<file path="config.mk">
export PLATFORM = sky130hd
export DESIGN_NAME = pwcs_window0_decode
export DESIGN_NICKNAME = d
export VERILOG_FILES = /design/src/pwcs_pkg.sv /design/src/pwcs_window0_decode.sv
export SDC_FILE = /design/constraint.sdc
export NUM_CORES = 1
export LEC_CHECK = 0
export BUFFER_PORTS_ARGS = -buffer_cell sky130_fd_sc_hd__clkbuf_2
export CAP_MARGIN = 20
export CORE_UTILIZATION = 49
export CTS_CLUSTER_DIAMETER = 200
export CTS_CLUSTER_SIZE = 20
export DETAILED_ROUTE_END_ITERATION = 8
export GPL_TIMING_DRIVEN = 0
export PLACE_DENSITY = 0.87
export SYNTH_ARGS = -nofsm -noshare
export SYNTH_HDL_FRONTEND = slang
export SYNTH_SLANG_ARGS = --single-unit
</file>
<file path="constraint.sdc">
create_clock -name clock -period 6.7 [get_ports clock]
set_clock_uncertainty 0.2 [all_clocks]
set_input_delay 1.34 -clock clock [delete_from_list [all_inputs] [get_ports clock]]
set_output_delay 1.34 -clock clock [all_outputs]
set_load 0.02 [all_outputs]
</file>
<file path="src/pwcs_pkg.sv">
package pwcs_pkg;
  localparam int PWCS_AW = 32;
  localparam logic [31:0] PWCS_VGA_LO = 32'h000A_0000;
  localparam logic [31:0] PWCS_VGA_HI = 32'h000B_FFFF;
  localparam logic [31:0] PWCS_BIOS_LO = 32'h000E_0000;
  localparam logic [31:0] PWCS_LOW_TOP = 32'h0008_0000;
  localparam logic [31:0] PWCS_ONE_MB = 32'h0010_0000;
  localparam int PWCS_TOM_SHIFT = 21;
  localparam int PWCS_HOLE_SHIFT = 16;
  localparam int PWCS_TOM_W = 8;
  localparam int PWCS_HOLE_W = 16;
  localparam int PWCS_LOW_W = 8;
  localparam int PWCS_LOW_SHIFT = 16;
  localparam int PWCS_BIOS_N = 3;
  localparam int PWCS_BIOS_SHIFT = 15;
  localparam logic [1:0] PWCS_ATTR_RW = 2'h3;
  localparam int PWCS_MASK_LSB = 20;
endpackage

</file>
<file path="src/pwcs_window0_decode.sv">
`timescale 1ns/1ps
// Function
// Never select inside the VGA frame hole
// Per-region read/write attributes gate select (code: one low_region_attr pair shared by all low regions, none from 1MB up)
// Top of memory bounds select, 2MB steps
// Programmable 64KB-granular hole suppresses select
// Three BIOS enables gate BIOS portions
// Control gates decoder, picks low regions
// Only window 0 may use select
// Asserted select gives hit and DEVSEL
// Software sizes window over select region
// Scatter-gather bit still picks translation
// Software matches mask to select size
// Select enable overrides ordinary window enable
// Scatter-gather set means table lookup
// Path off falls back to base compare
module pwcs_window0_decode
(
  input wire logic clock,
  input wire logic rst_b,
  input wire logic addr_valid,
  input wire logic [pwcs_pkg::PWCS_AW-1:0] pci_addr,
  input wire logic pci_write,
  input wire logic [pwcs_pkg::PWCS_TOM_W-1:0] select_top_of_memory,
  input wire logic [pwcs_pkg::PWCS_HOLE_W-1:0] select_hole_top,
  input wire logic [pwcs_pkg::PWCS_HOLE_W-1:0] select_hole_bottom,
  input wire logic [1:0] bios_region_enable_1,
  input wire logic [1:0] bios_region_enable_2,
  input wire logic [1:0] bios_region_enable_3,
  input wire logic select_decode_enable,
  input wire logic [pwcs_pkg::PWCS_LOW_W-1:0] select_decode_control,
  input wire logic [1:0] low_region_attr,
  input wire logic [11:0] window0_base_reg,
  input wire logic [11:0] window0_size_mask,
  input wire logic window0_enable,
  input wire logic sg_translate_bit,
  input wire logic window0_select_path_enable,
  output logic mem_select_b,
  output logic window0_hit,
  output logic devsel_b,
  output logic sg_lookup,
  output logic direct_map
);
  import pwcs_pkg::*;

  logic [PWCS_AW-1:0] a_r;
  logic wr_r;
  logic vld_r;
  logic hit_r;
  logic sg_r;
  logic cs_r;

  // Address is registered once so all decode terms see one stable cycle
  always_ff @(posedge clock or negedge rst_b)
  begin
    if (!rst_b)
    begin
      a_r <= '0;
      wr_r <= 1'b0;
      vld_r <= 1'b0;
    end
    else
    begin
      a_r <= pci_addr;
      wr_r <= pci_write;
      vld_r <= addr_valid;
    end
  end

  wire [PWCS_AW-1:0] tom_addr =
    {{(PWCS_AW-PWCS_TOM_W-PWCS_TOM_SHIFT){1'b0}}, select_top_of_memory,
     {PWCS_TOM_SHIFT{1'b0}}};
  wire [PWCS_AW-1:0] hole_lo =
    {select_hole_bottom, {PWCS_HOLE_SHIFT{1'b0}}};
  wire [PWCS_AW-1:0] hole_hi =
    {select_hole_top, {PWCS_HOLE_SHIFT{1'b0}}};
  wire in_vga = (a_r >= PWCS_VGA_LO) && (a_r <= PWCS_VGA_HI);
  // Zero top means only the first megabyte is covered
  wire below_tom = (a_r < tom_addr) || (a_r < PWCS_ONE_MB);
  wire in_hole = (a_r >= hole_lo) && (a_r < hole_hi);
  wire is_low = a_r < PWCS_LOW_TOP;
  wire [2:0] low_idx = a_r[PWCS_LOW_SHIFT+2:PWCS_LOW_SHIFT];
  wire low_on = select_decode_control[low_idx];
  wire attr_ok_low = wr_r ? low_region_attr[1] : low_region_attr[0];
  wire is_bios = (a_r >= PWCS_BIOS_LO) && (a_r < PWCS_ONE_MB);
  wire [1:0] bios_idx = a_r[PWCS_BIOS_SHIFT+1:PWCS_BIOS_SHIFT];
  wire [1:0] bios_attr =
    (bios_idx == 2'h0) ? bios_region_enable_1 :
    (bios_idx == 2'h1) ? bios_region_enable_2 :
    bios_region_enable_3;
  wire bios_ok = wr_r ? bios_attr[1] : bios_attr[0];
  wire mid_ok = !is_low && !is_bios && (a_r >= PWCS_ONE_MB);
  // Addresses between 512KB and the BIOS area outside VGA are not decoded
  wire cs_raw = select_decode_enable && vld_r && !in_vga && below_tom &&
    !in_hole && ((is_low && low_on && attr_ok_low) || (is_bios && bios_ok) ||
    mid_ok);

  wire [11:0] mask_n = ~window0_size_mask;
  wire base_match =
    ((a_r[PWCS_AW-1:PWCS_MASK_LSB] ^ window0_base_reg) & mask_n) == 12'h000;
  // Select path enable wins over the ordinary window enable
  wire w0_hit = window0_select_path_enable ? cs_raw :
    (window0_enable && vld_r && base_match);

  always_ff @(posedge clock or negedge rst_b)
  begin
    if (!rst_b)
    begin
      hit_r <= 1'b0;
      sg_r <= 1'b0;
      cs_r <= 1'b0;
    end
    else
    begin
      hit_r <= w0_hit;
      sg_r <= w0_hit && sg_translate_bit;
      cs_r <= cs_raw;
    end
  end

  assign mem_select_b = !cs_r;
  assign window0_hit = hit_r;
  assign devsel_b = !hit_r;
  assign sg_lookup = sg_r;
  assign direct_map = hit_r && !sg_r;

  // Checker-only terms; the answer always shows one edge after these
  wire in_gap = (a_r >= PWCS_LOW_TOP) && (a_r < PWCS_VGA_LO);
  wire in_opt = (a_r > PWCS_VGA_HI) && (a_r < PWCS_BIOS_LO);
  wire cmp_hit = window0_enable && vld_r && base_match;
endmodule

</file>
==> results.md, run 1 <==
- Post-synth cell types: between 40 and 50
- Tcrit/Tclk final: 0.4688
- Worst skew pair latency: about 0.28 ns
- Chip height: 70.68 um
- Worst VDD drop: 0.1503 mV
- CP Capture Type: flip-flop
- # IOs: approximately 130
- CTS tree: built
- Global-route total usage across every layer: 0.2256
- IO buf count: ~120
- DR vias/cell: between 5 and 6
- Hold Vio Cnt, Final: 0
- Syn_nets: 381
- Rows: 24
- Power Density: 174.0 nW/um^2
- Leak: around 1.8 nW
- Vias: between 2000 and 2500
- Synth Register Bits: 37
- Number of global-route vias before repair: 2052
- Pwr Total: between 0.5 and 0.6 mW
- Die area: between 4000 and 5000 sq um
- Drt first pass iters: 6
- Seq/Total Area, Yosys: 0.4006
- WL final: between 5000 and 6000 um
- Share of cells above drive strength 1: 0.3831
- # setup viols final: 0
- Post-synth EDFFs: 0
- H-tree Lvls: 2
- Post-CTS Setup Repair Bufs: 0
- Core area: between 4000 and 5000 sq um
- Critical R2R Launch: a_r[18]
- DP HPWL: about 4600 um
- Routed WL per cell: ~13 um
- Failing checks: DRC
- Cts repair resizes: 0
- DRC Markers: 20
- Post-synthesis cell area: 2311 sq um
- CP Launch Point: select_hole_bottom[2]
- Crit Path Class: in2reg
- Die width: 70.68 um
- Final net count: 512
- GPL Wtd Cong: 0.8468
- Setup TNS: 0 ns
- Worst EP arrival: slightly above 3 ns
- Hold Path Class: reg2reg
- Initial antenna violation count: 0
- Final Critical Period: ~3.1 ns
- CTS Hold Bufs: 0
- Status: finished with violations
- MaxCap Viol Count: 0
- Crit path launch type: input pin
- Clk buf depth: 2
- Largest net degree at the start of global routing: 38
- Max Freq: 318.4 MHz
- Initial Util: 0.5200
- Antenna cells: 0
- Mapped Cells: approximately 220
- Root Driver: clkbuf_8
- Max Slew Vio Count: 0
- Ys Warns: 0
- HP Start: vld_r
- First-pass GRT wire length: between 8000 and 9000 um
- Detailed Route Iter0 Violations: between 90 and 100
- Clock slew at the register clock pins of the worst setup and hold paths: 0.07 ns
- Total congestion overflow: 0
- Clk sink count: 37
- CTS buffer count: 5
- Area delta synth->final: 34.65%
- Asr flop ratio synth: 1.000
- Mapped Avg Cell Area: a little over 10 sq um
- Post-DRT Antenna Nets: 0
- Worst slew pin tran: 0.8743 ns
- Max-slew headroom: 0.4171
- Primary flip-flop cell chosen by synthesis mapping: dfrtp_1
- RSZ-0062 raised after global routing: false
- Crit path required time: roughly 6.7 ns
- CP Max Fanout: 3
## report_power, final
part	leakage (nW)	internal (mW)	total (mW)	switching, mW
Clock	0.0543	0.111	0.190	0.0791
Sequential	0.438	0.234	0.245	0.0110
Combinational	1.26	0.0598	0.106	0.0463
## cells in the mapped netlist, types with 3 or more instances
| cell | n | share of area |
|---|---|---|
| a21o_1 | 6 | 0.019 |
| a21oi_1 | 11 | 0.024 |
| dfrtp_1 | 37 | 0.40 |
| ha_1 | 38 | 0.21 |
| inv_1 | 42 | 0.068 |
| nand2_1 | 5 | 0.0081 |
| nand3_1 | 4 | 0.0087 |
| nand4_1 | 5 | 0.014 |
| nor2_1 | 10 | 0.016 |
| nor3_1 | 4 | 0.0087 |
| nor4_1 | 3 | 0.0081 |
| o21ai_0 | 5 | 0.011 |
| o22ai_1 | 5 | 0.014 |
| or4_1 | 3 | 0.0097 |
| xnor2_1 | 12 | 0.045 |
## stage by stage
stage                     utilization  cells  setup WS [ns]  cell area (sq um)  hold slack [ns]
final                          0.7002    407          3.559               3112           0.6151
after global routing           0.7002    407          3.403               3112           0.6555
after CTS                      0.7002    407          3.568               3112           0.6256
after detailed placement       0.6743    399          3.259               2997           0.6130
after global placement         0.6743    399          3.301               2997           0.5919
after floorplan                     -    223          3.546               2311           0.5021
## layout by cell type (no fill, tap or decap), types with 2 or more instances in the layout
cell type / count
inv_1: 42
nand4_1: 5
ha_1: 38
xnor2_1: 12
dfrtp_1: 37
mux4_1: 2
nor4_1: 3
o22ai_1: 5
a21oi_1: 11
nand3_1: 4
o21ai_0: 5
clkbuf_8: 5
nor2_1: 10
o2111ai_1: 2
a311oi_1: 2
a211oi_1: 2
a21o_1: 6
nand2_1: 5
clkbuf_2: 124
nor2b_1: 2
nand2b_1: 2
nor3_1: 4
or4_1: 3
## worst max-delay path: stages
cell and delay (ns):
clkbuf_2 0.08, inv_1 0.03, ha_1 0.30, or4b_1 0.44
nor3_1 0.21, a311oi_1 0.16, o211ai_2 0.19, a311oi_1 0.13
or2_1 0.23
## final timing paths
| kind | end | slack [ns] | cells after the start |
|---|---|---|---|
| worst max-delay path | window0_hit | 3.56 | 9 |
| worst min-delay path | sg_lookup | 0.62 | 4 |
| worst max register to register | window0_hit | 4.27 | 7 |
| worst min register to register | sg_lookup | 0.62 | 4 |
| max in group asynchronous | a_r[12] | 4.80 | 1 |
| min in group asynchronous | a_r[1] | 0.96 | 1 |
## cell families after synthesis
family | share of synthesized area
flip-flops | 0.4007
adder cells (fa/ha/maj) | 0.2057
AND/OR/NAND/NOR | 0.1126
multiplexers | 0.04169
AO/OA/AOI/OAI | 0.1256
buffers and inverters | 0.06822
XOR/XNOR | 0.04548
## flip-flops by register name (all words and copies together), names as in the netlist
signal and cells:
a_r 32, cs_r 1, wr_r 1, sg_lookup 1, vld_r 1, window0_hit 1
## routing by layer
layer,vias to the layer above,GRT usage,part of all wire
met1,947,0.2437,0.40
met2,93,0.4250,0.51
met5,-,0,0
met3,6,0.05840,0.081
met4,0,0.08222,0.014
li1,1052,-,-
## cell type report
cell class              instances  area [sq um]
well taps                      52         65.06
multi-input cells             144          1227
repair buffers                124         620.6
clock buffers                   5         68.82
fillers                       340          1333
inverters                      42         157.7
clock inverters                 3         46.29
flip-flops and latches         37         925.9
No activity file was read; power rests on OpenSTA's default activity.
==> inputs of run 2 (changes only) <==
--- a/config.mk
+++ b/config.mk
@@ -7,12 +7,12 @@
 export LEC_CHECK = 0
 export BUFFER_PORTS_ARGS = -buffer_cell sky130_fd_sc_hd__clkbuf_2
 export CAP_MARGIN = 20
-export CORE_UTILIZATION = 49
+export CORE_UTILIZATION = 41
 export CTS_CLUSTER_DIAMETER = 200
 export CTS_CLUSTER_SIZE = 20
 export DETAILED_ROUTE_END_ITERATION = 8
 export GPL_TIMING_DRIVEN = 0
-export PLACE_DENSITY = 0.87
+export PLACE_DENSITY = 0.77
 export SYNTH_ARGS = -nofsm -noshare
 export SYNTH_HDL_FRONTEND = slang
 export SYNTH_SLANG_ARGS = --single-unit
==> constraint.sdc (replaced) <==
create_clock -name clock -period 2.85 [get_ports clock]
set_clock_uncertainty 0.2 [all_clocks]
set_input_delay 0.57 -clock clock [delete_from_list [all_inputs] [get_ports clock]]
set_output_delay 0.57 -clock clock [all_outputs]
set_load 0.02 [all_outputs]
==> run 2 against run 1 <==
The run now ends clean. Global-route usage is 2.5 points lower. Register-to-register slack worse by 3.8 ns. Worst setup slack worse by 3.1 ns. Routed wire length is 4.6% higher. Sequential cell count stayed put. Total power is 140% higher. Combinational power is 140% higher. First-iteration DRC count is 63% lower. Largest cell class unchanged.
==> results.md, run 2 (synthesized netlist as in run 1, its figures left out) <==
- Worst EP arrival: 2.37 ns
- RSZ-0062 raised after global routing: false
- Detailed Route Iter0 Violations: 34
- Area delta synth->final: 35.84%
- Worst slew pin tran: roughly 0.9 ns
- Cts repair resizes: 0
- Routed WL per cell: approximately 13 um
- Switching Power: 0.3160 mW
- Share of cells above drive strength 1: 0.3831
- Number of instances in the placed design: approximately 420
- CTS tree: built
- Max Freq: 415.8 MHz
- Clk sink count: 37
- Die width: 77.08 um
- Comb power frac: 0.195
- GPL Wtd Cong: ~0.85
- WL final: 5521 um
- Worst skew pair latency: about 0.28 ns
- IO buf count: between 100 and 150
- DP HPWL: about 4800 um
- Most common cell after layout, fill and taps aside: clkbuf_2
- # IOs: 125
- Setup TNS: 0 ns
- Crit path required time: 2.82 ns
- H-tree Lvls: 2
- Largest net degree at the start of global routing: 38
- Pwr Total: approximately 1.3 mW
- Die area: between 5000 and 6000 sq um
- Final Critical Period: between 2 and 2.5 ns
- # setup viols final: 0
- DRC Markers: 0
- CP Capture Type: flip-flop
- Final net count: 512
- Post-CTS Setup Repair Bufs: 0
- Layout Cells excl Fill: about 430
- Clk buf depth: 2
- MaxCap Viol Count: 0
- Hold Vio Cnt, Final: 0
- Clock slew at the register clock pins of the worst setup and hold paths: ~0.08 ns
- Initial Util: 0.4385
- Rows: 26
- Sequential Power Share: 0.446
- Net Sw Frac: 0.2447
- Max reg flops: 32
- Max-slew headroom: 0.3994
- CP Max Fanout: 5
- Global-route total usage across every layer: 0.2002
- Clock share of power: 0.360
- Worst VDD drop: ~0.37 mV
- Cell internal pwr: 0.9752 mW
- Initial antenna violation count: 0
- Total congestion overflow: 0
- Core area: around 5300 sq um
- CTS buffer count: 5
- Drt first pass iters: 4
- Antenna cells: 0
- Hold Path Class: in2reg
- Vias: around 2100
- First-pass GRT wire length: between 9000 and 10000 um
- Most frequent cells in the layout: 124 x clkbuf_2, 42 x inv_1, 38 x ha_1
- Power Density: 411.3 nW/um^2
- Chip height: 77.08 um
- Status: finished, final reports clean
- DR vias/cell: approximately 4.9
- Max Slew Vio Count: 0
- Crit Path Class: reg2reg
- R2R Setup Slk: around 0.45 ns
- CTS Hold Bufs: 0
- Number of global-route vias before repair: between 2000 and 2500
- Leak: between 1.5 and 2 nW
- Root Driver: clkbuf_8
- Post-DRT Antenna Nets: 0
- Biggest register: a_r
- Tcrit/Tclk final: 0.8438
- Crit path launch type: flip-flop
[run 2: changes by cell type in the layout (fill, tap and decap cells not counted)]
cell,change
clkinv_4,-1
clkbuf_8,+1
[run 2: path summary, 6_finish.rpt]
| kind | start | to | depth (start not counted) |
|---|---|---|---|
| setup / recovery | a_r[28] | window0_hit | 6 |
| hold / removal | pci_addr[22] | a_r[22] | 1 |
| setup reg to reg | a_r[28] | window0_hit | 6 |
| hold reg to reg | vld_r | sg_lookup | 4 |
| max in group asynchronous | rst_b | a_r[19] | 1 |
| min in group asynchronous | rst_b | a_r[27] | 1 |
[run 2: power by group through the flow]
stage               combinational, mW  clock (mW)  sequential [mW]
finish                          0.252       0.464            0.575
global route                    0.290       0.503            0.579
CTS                             0.256       0.479            0.576
detailed placement              0.254           0            0.587
global placement                0.245           0            0.586
floorplan                       0.132           0            0.577
[run 2: critical path: stages, from the launching register on]
cell and delay [ns]:
dfrtp_1 0.47, ha_1 0.32, nand4_1 0.14, or4_1 0.58, o211ai_2 0.19, a311oi_1 0.14
or2_1 0.24
[run 2: through the flow]
stage	area [sq um]	worst slack, ns	utilization	hold slack (ns)
6_report	3139	0.4450	0.5957	0.1852
5_1_grt	3139	0.3387	0.5957	0.1723
4_1_cts	3139	0.4203	0.5957	0.1749
3_5_place_dp	3019	0.1904	0.5729	0.4796
3_3_place_gp	3019	0.2291	0.5729	0.4780
2_1_floorplan	2311	0.4656	-	0.07441
[run 2: area by class of cell]
| class | count | area (sq um) |
|---|---|---|
| Sequential cell | 37 | 925.9 |
| Clock inverter | 2 | 37.54 |
| Timing Repair Buffer | 124 | 620.6 |
| Fill cell | 507 | 2131 |
| Inverter | 42 | 157.7 |
| Clock buffer | 6 | 82.58 |
| Multi-Input combinational cell | 144 | 1227 |
| Tap cell | 70 | 87.58 |
[run 2: per-layer routing]
metal | vias to the layer above | GRT usage | routed length [um]
li1 | 1056 | - | -
met1 | 915 | 0.2263 | 2164
met2 | 99 | 0.3661 | 2770
met3 | 10 | 0.05833 | 510
met4 | 0 | 0.05094 | 75
met5 | - | 0 | 0
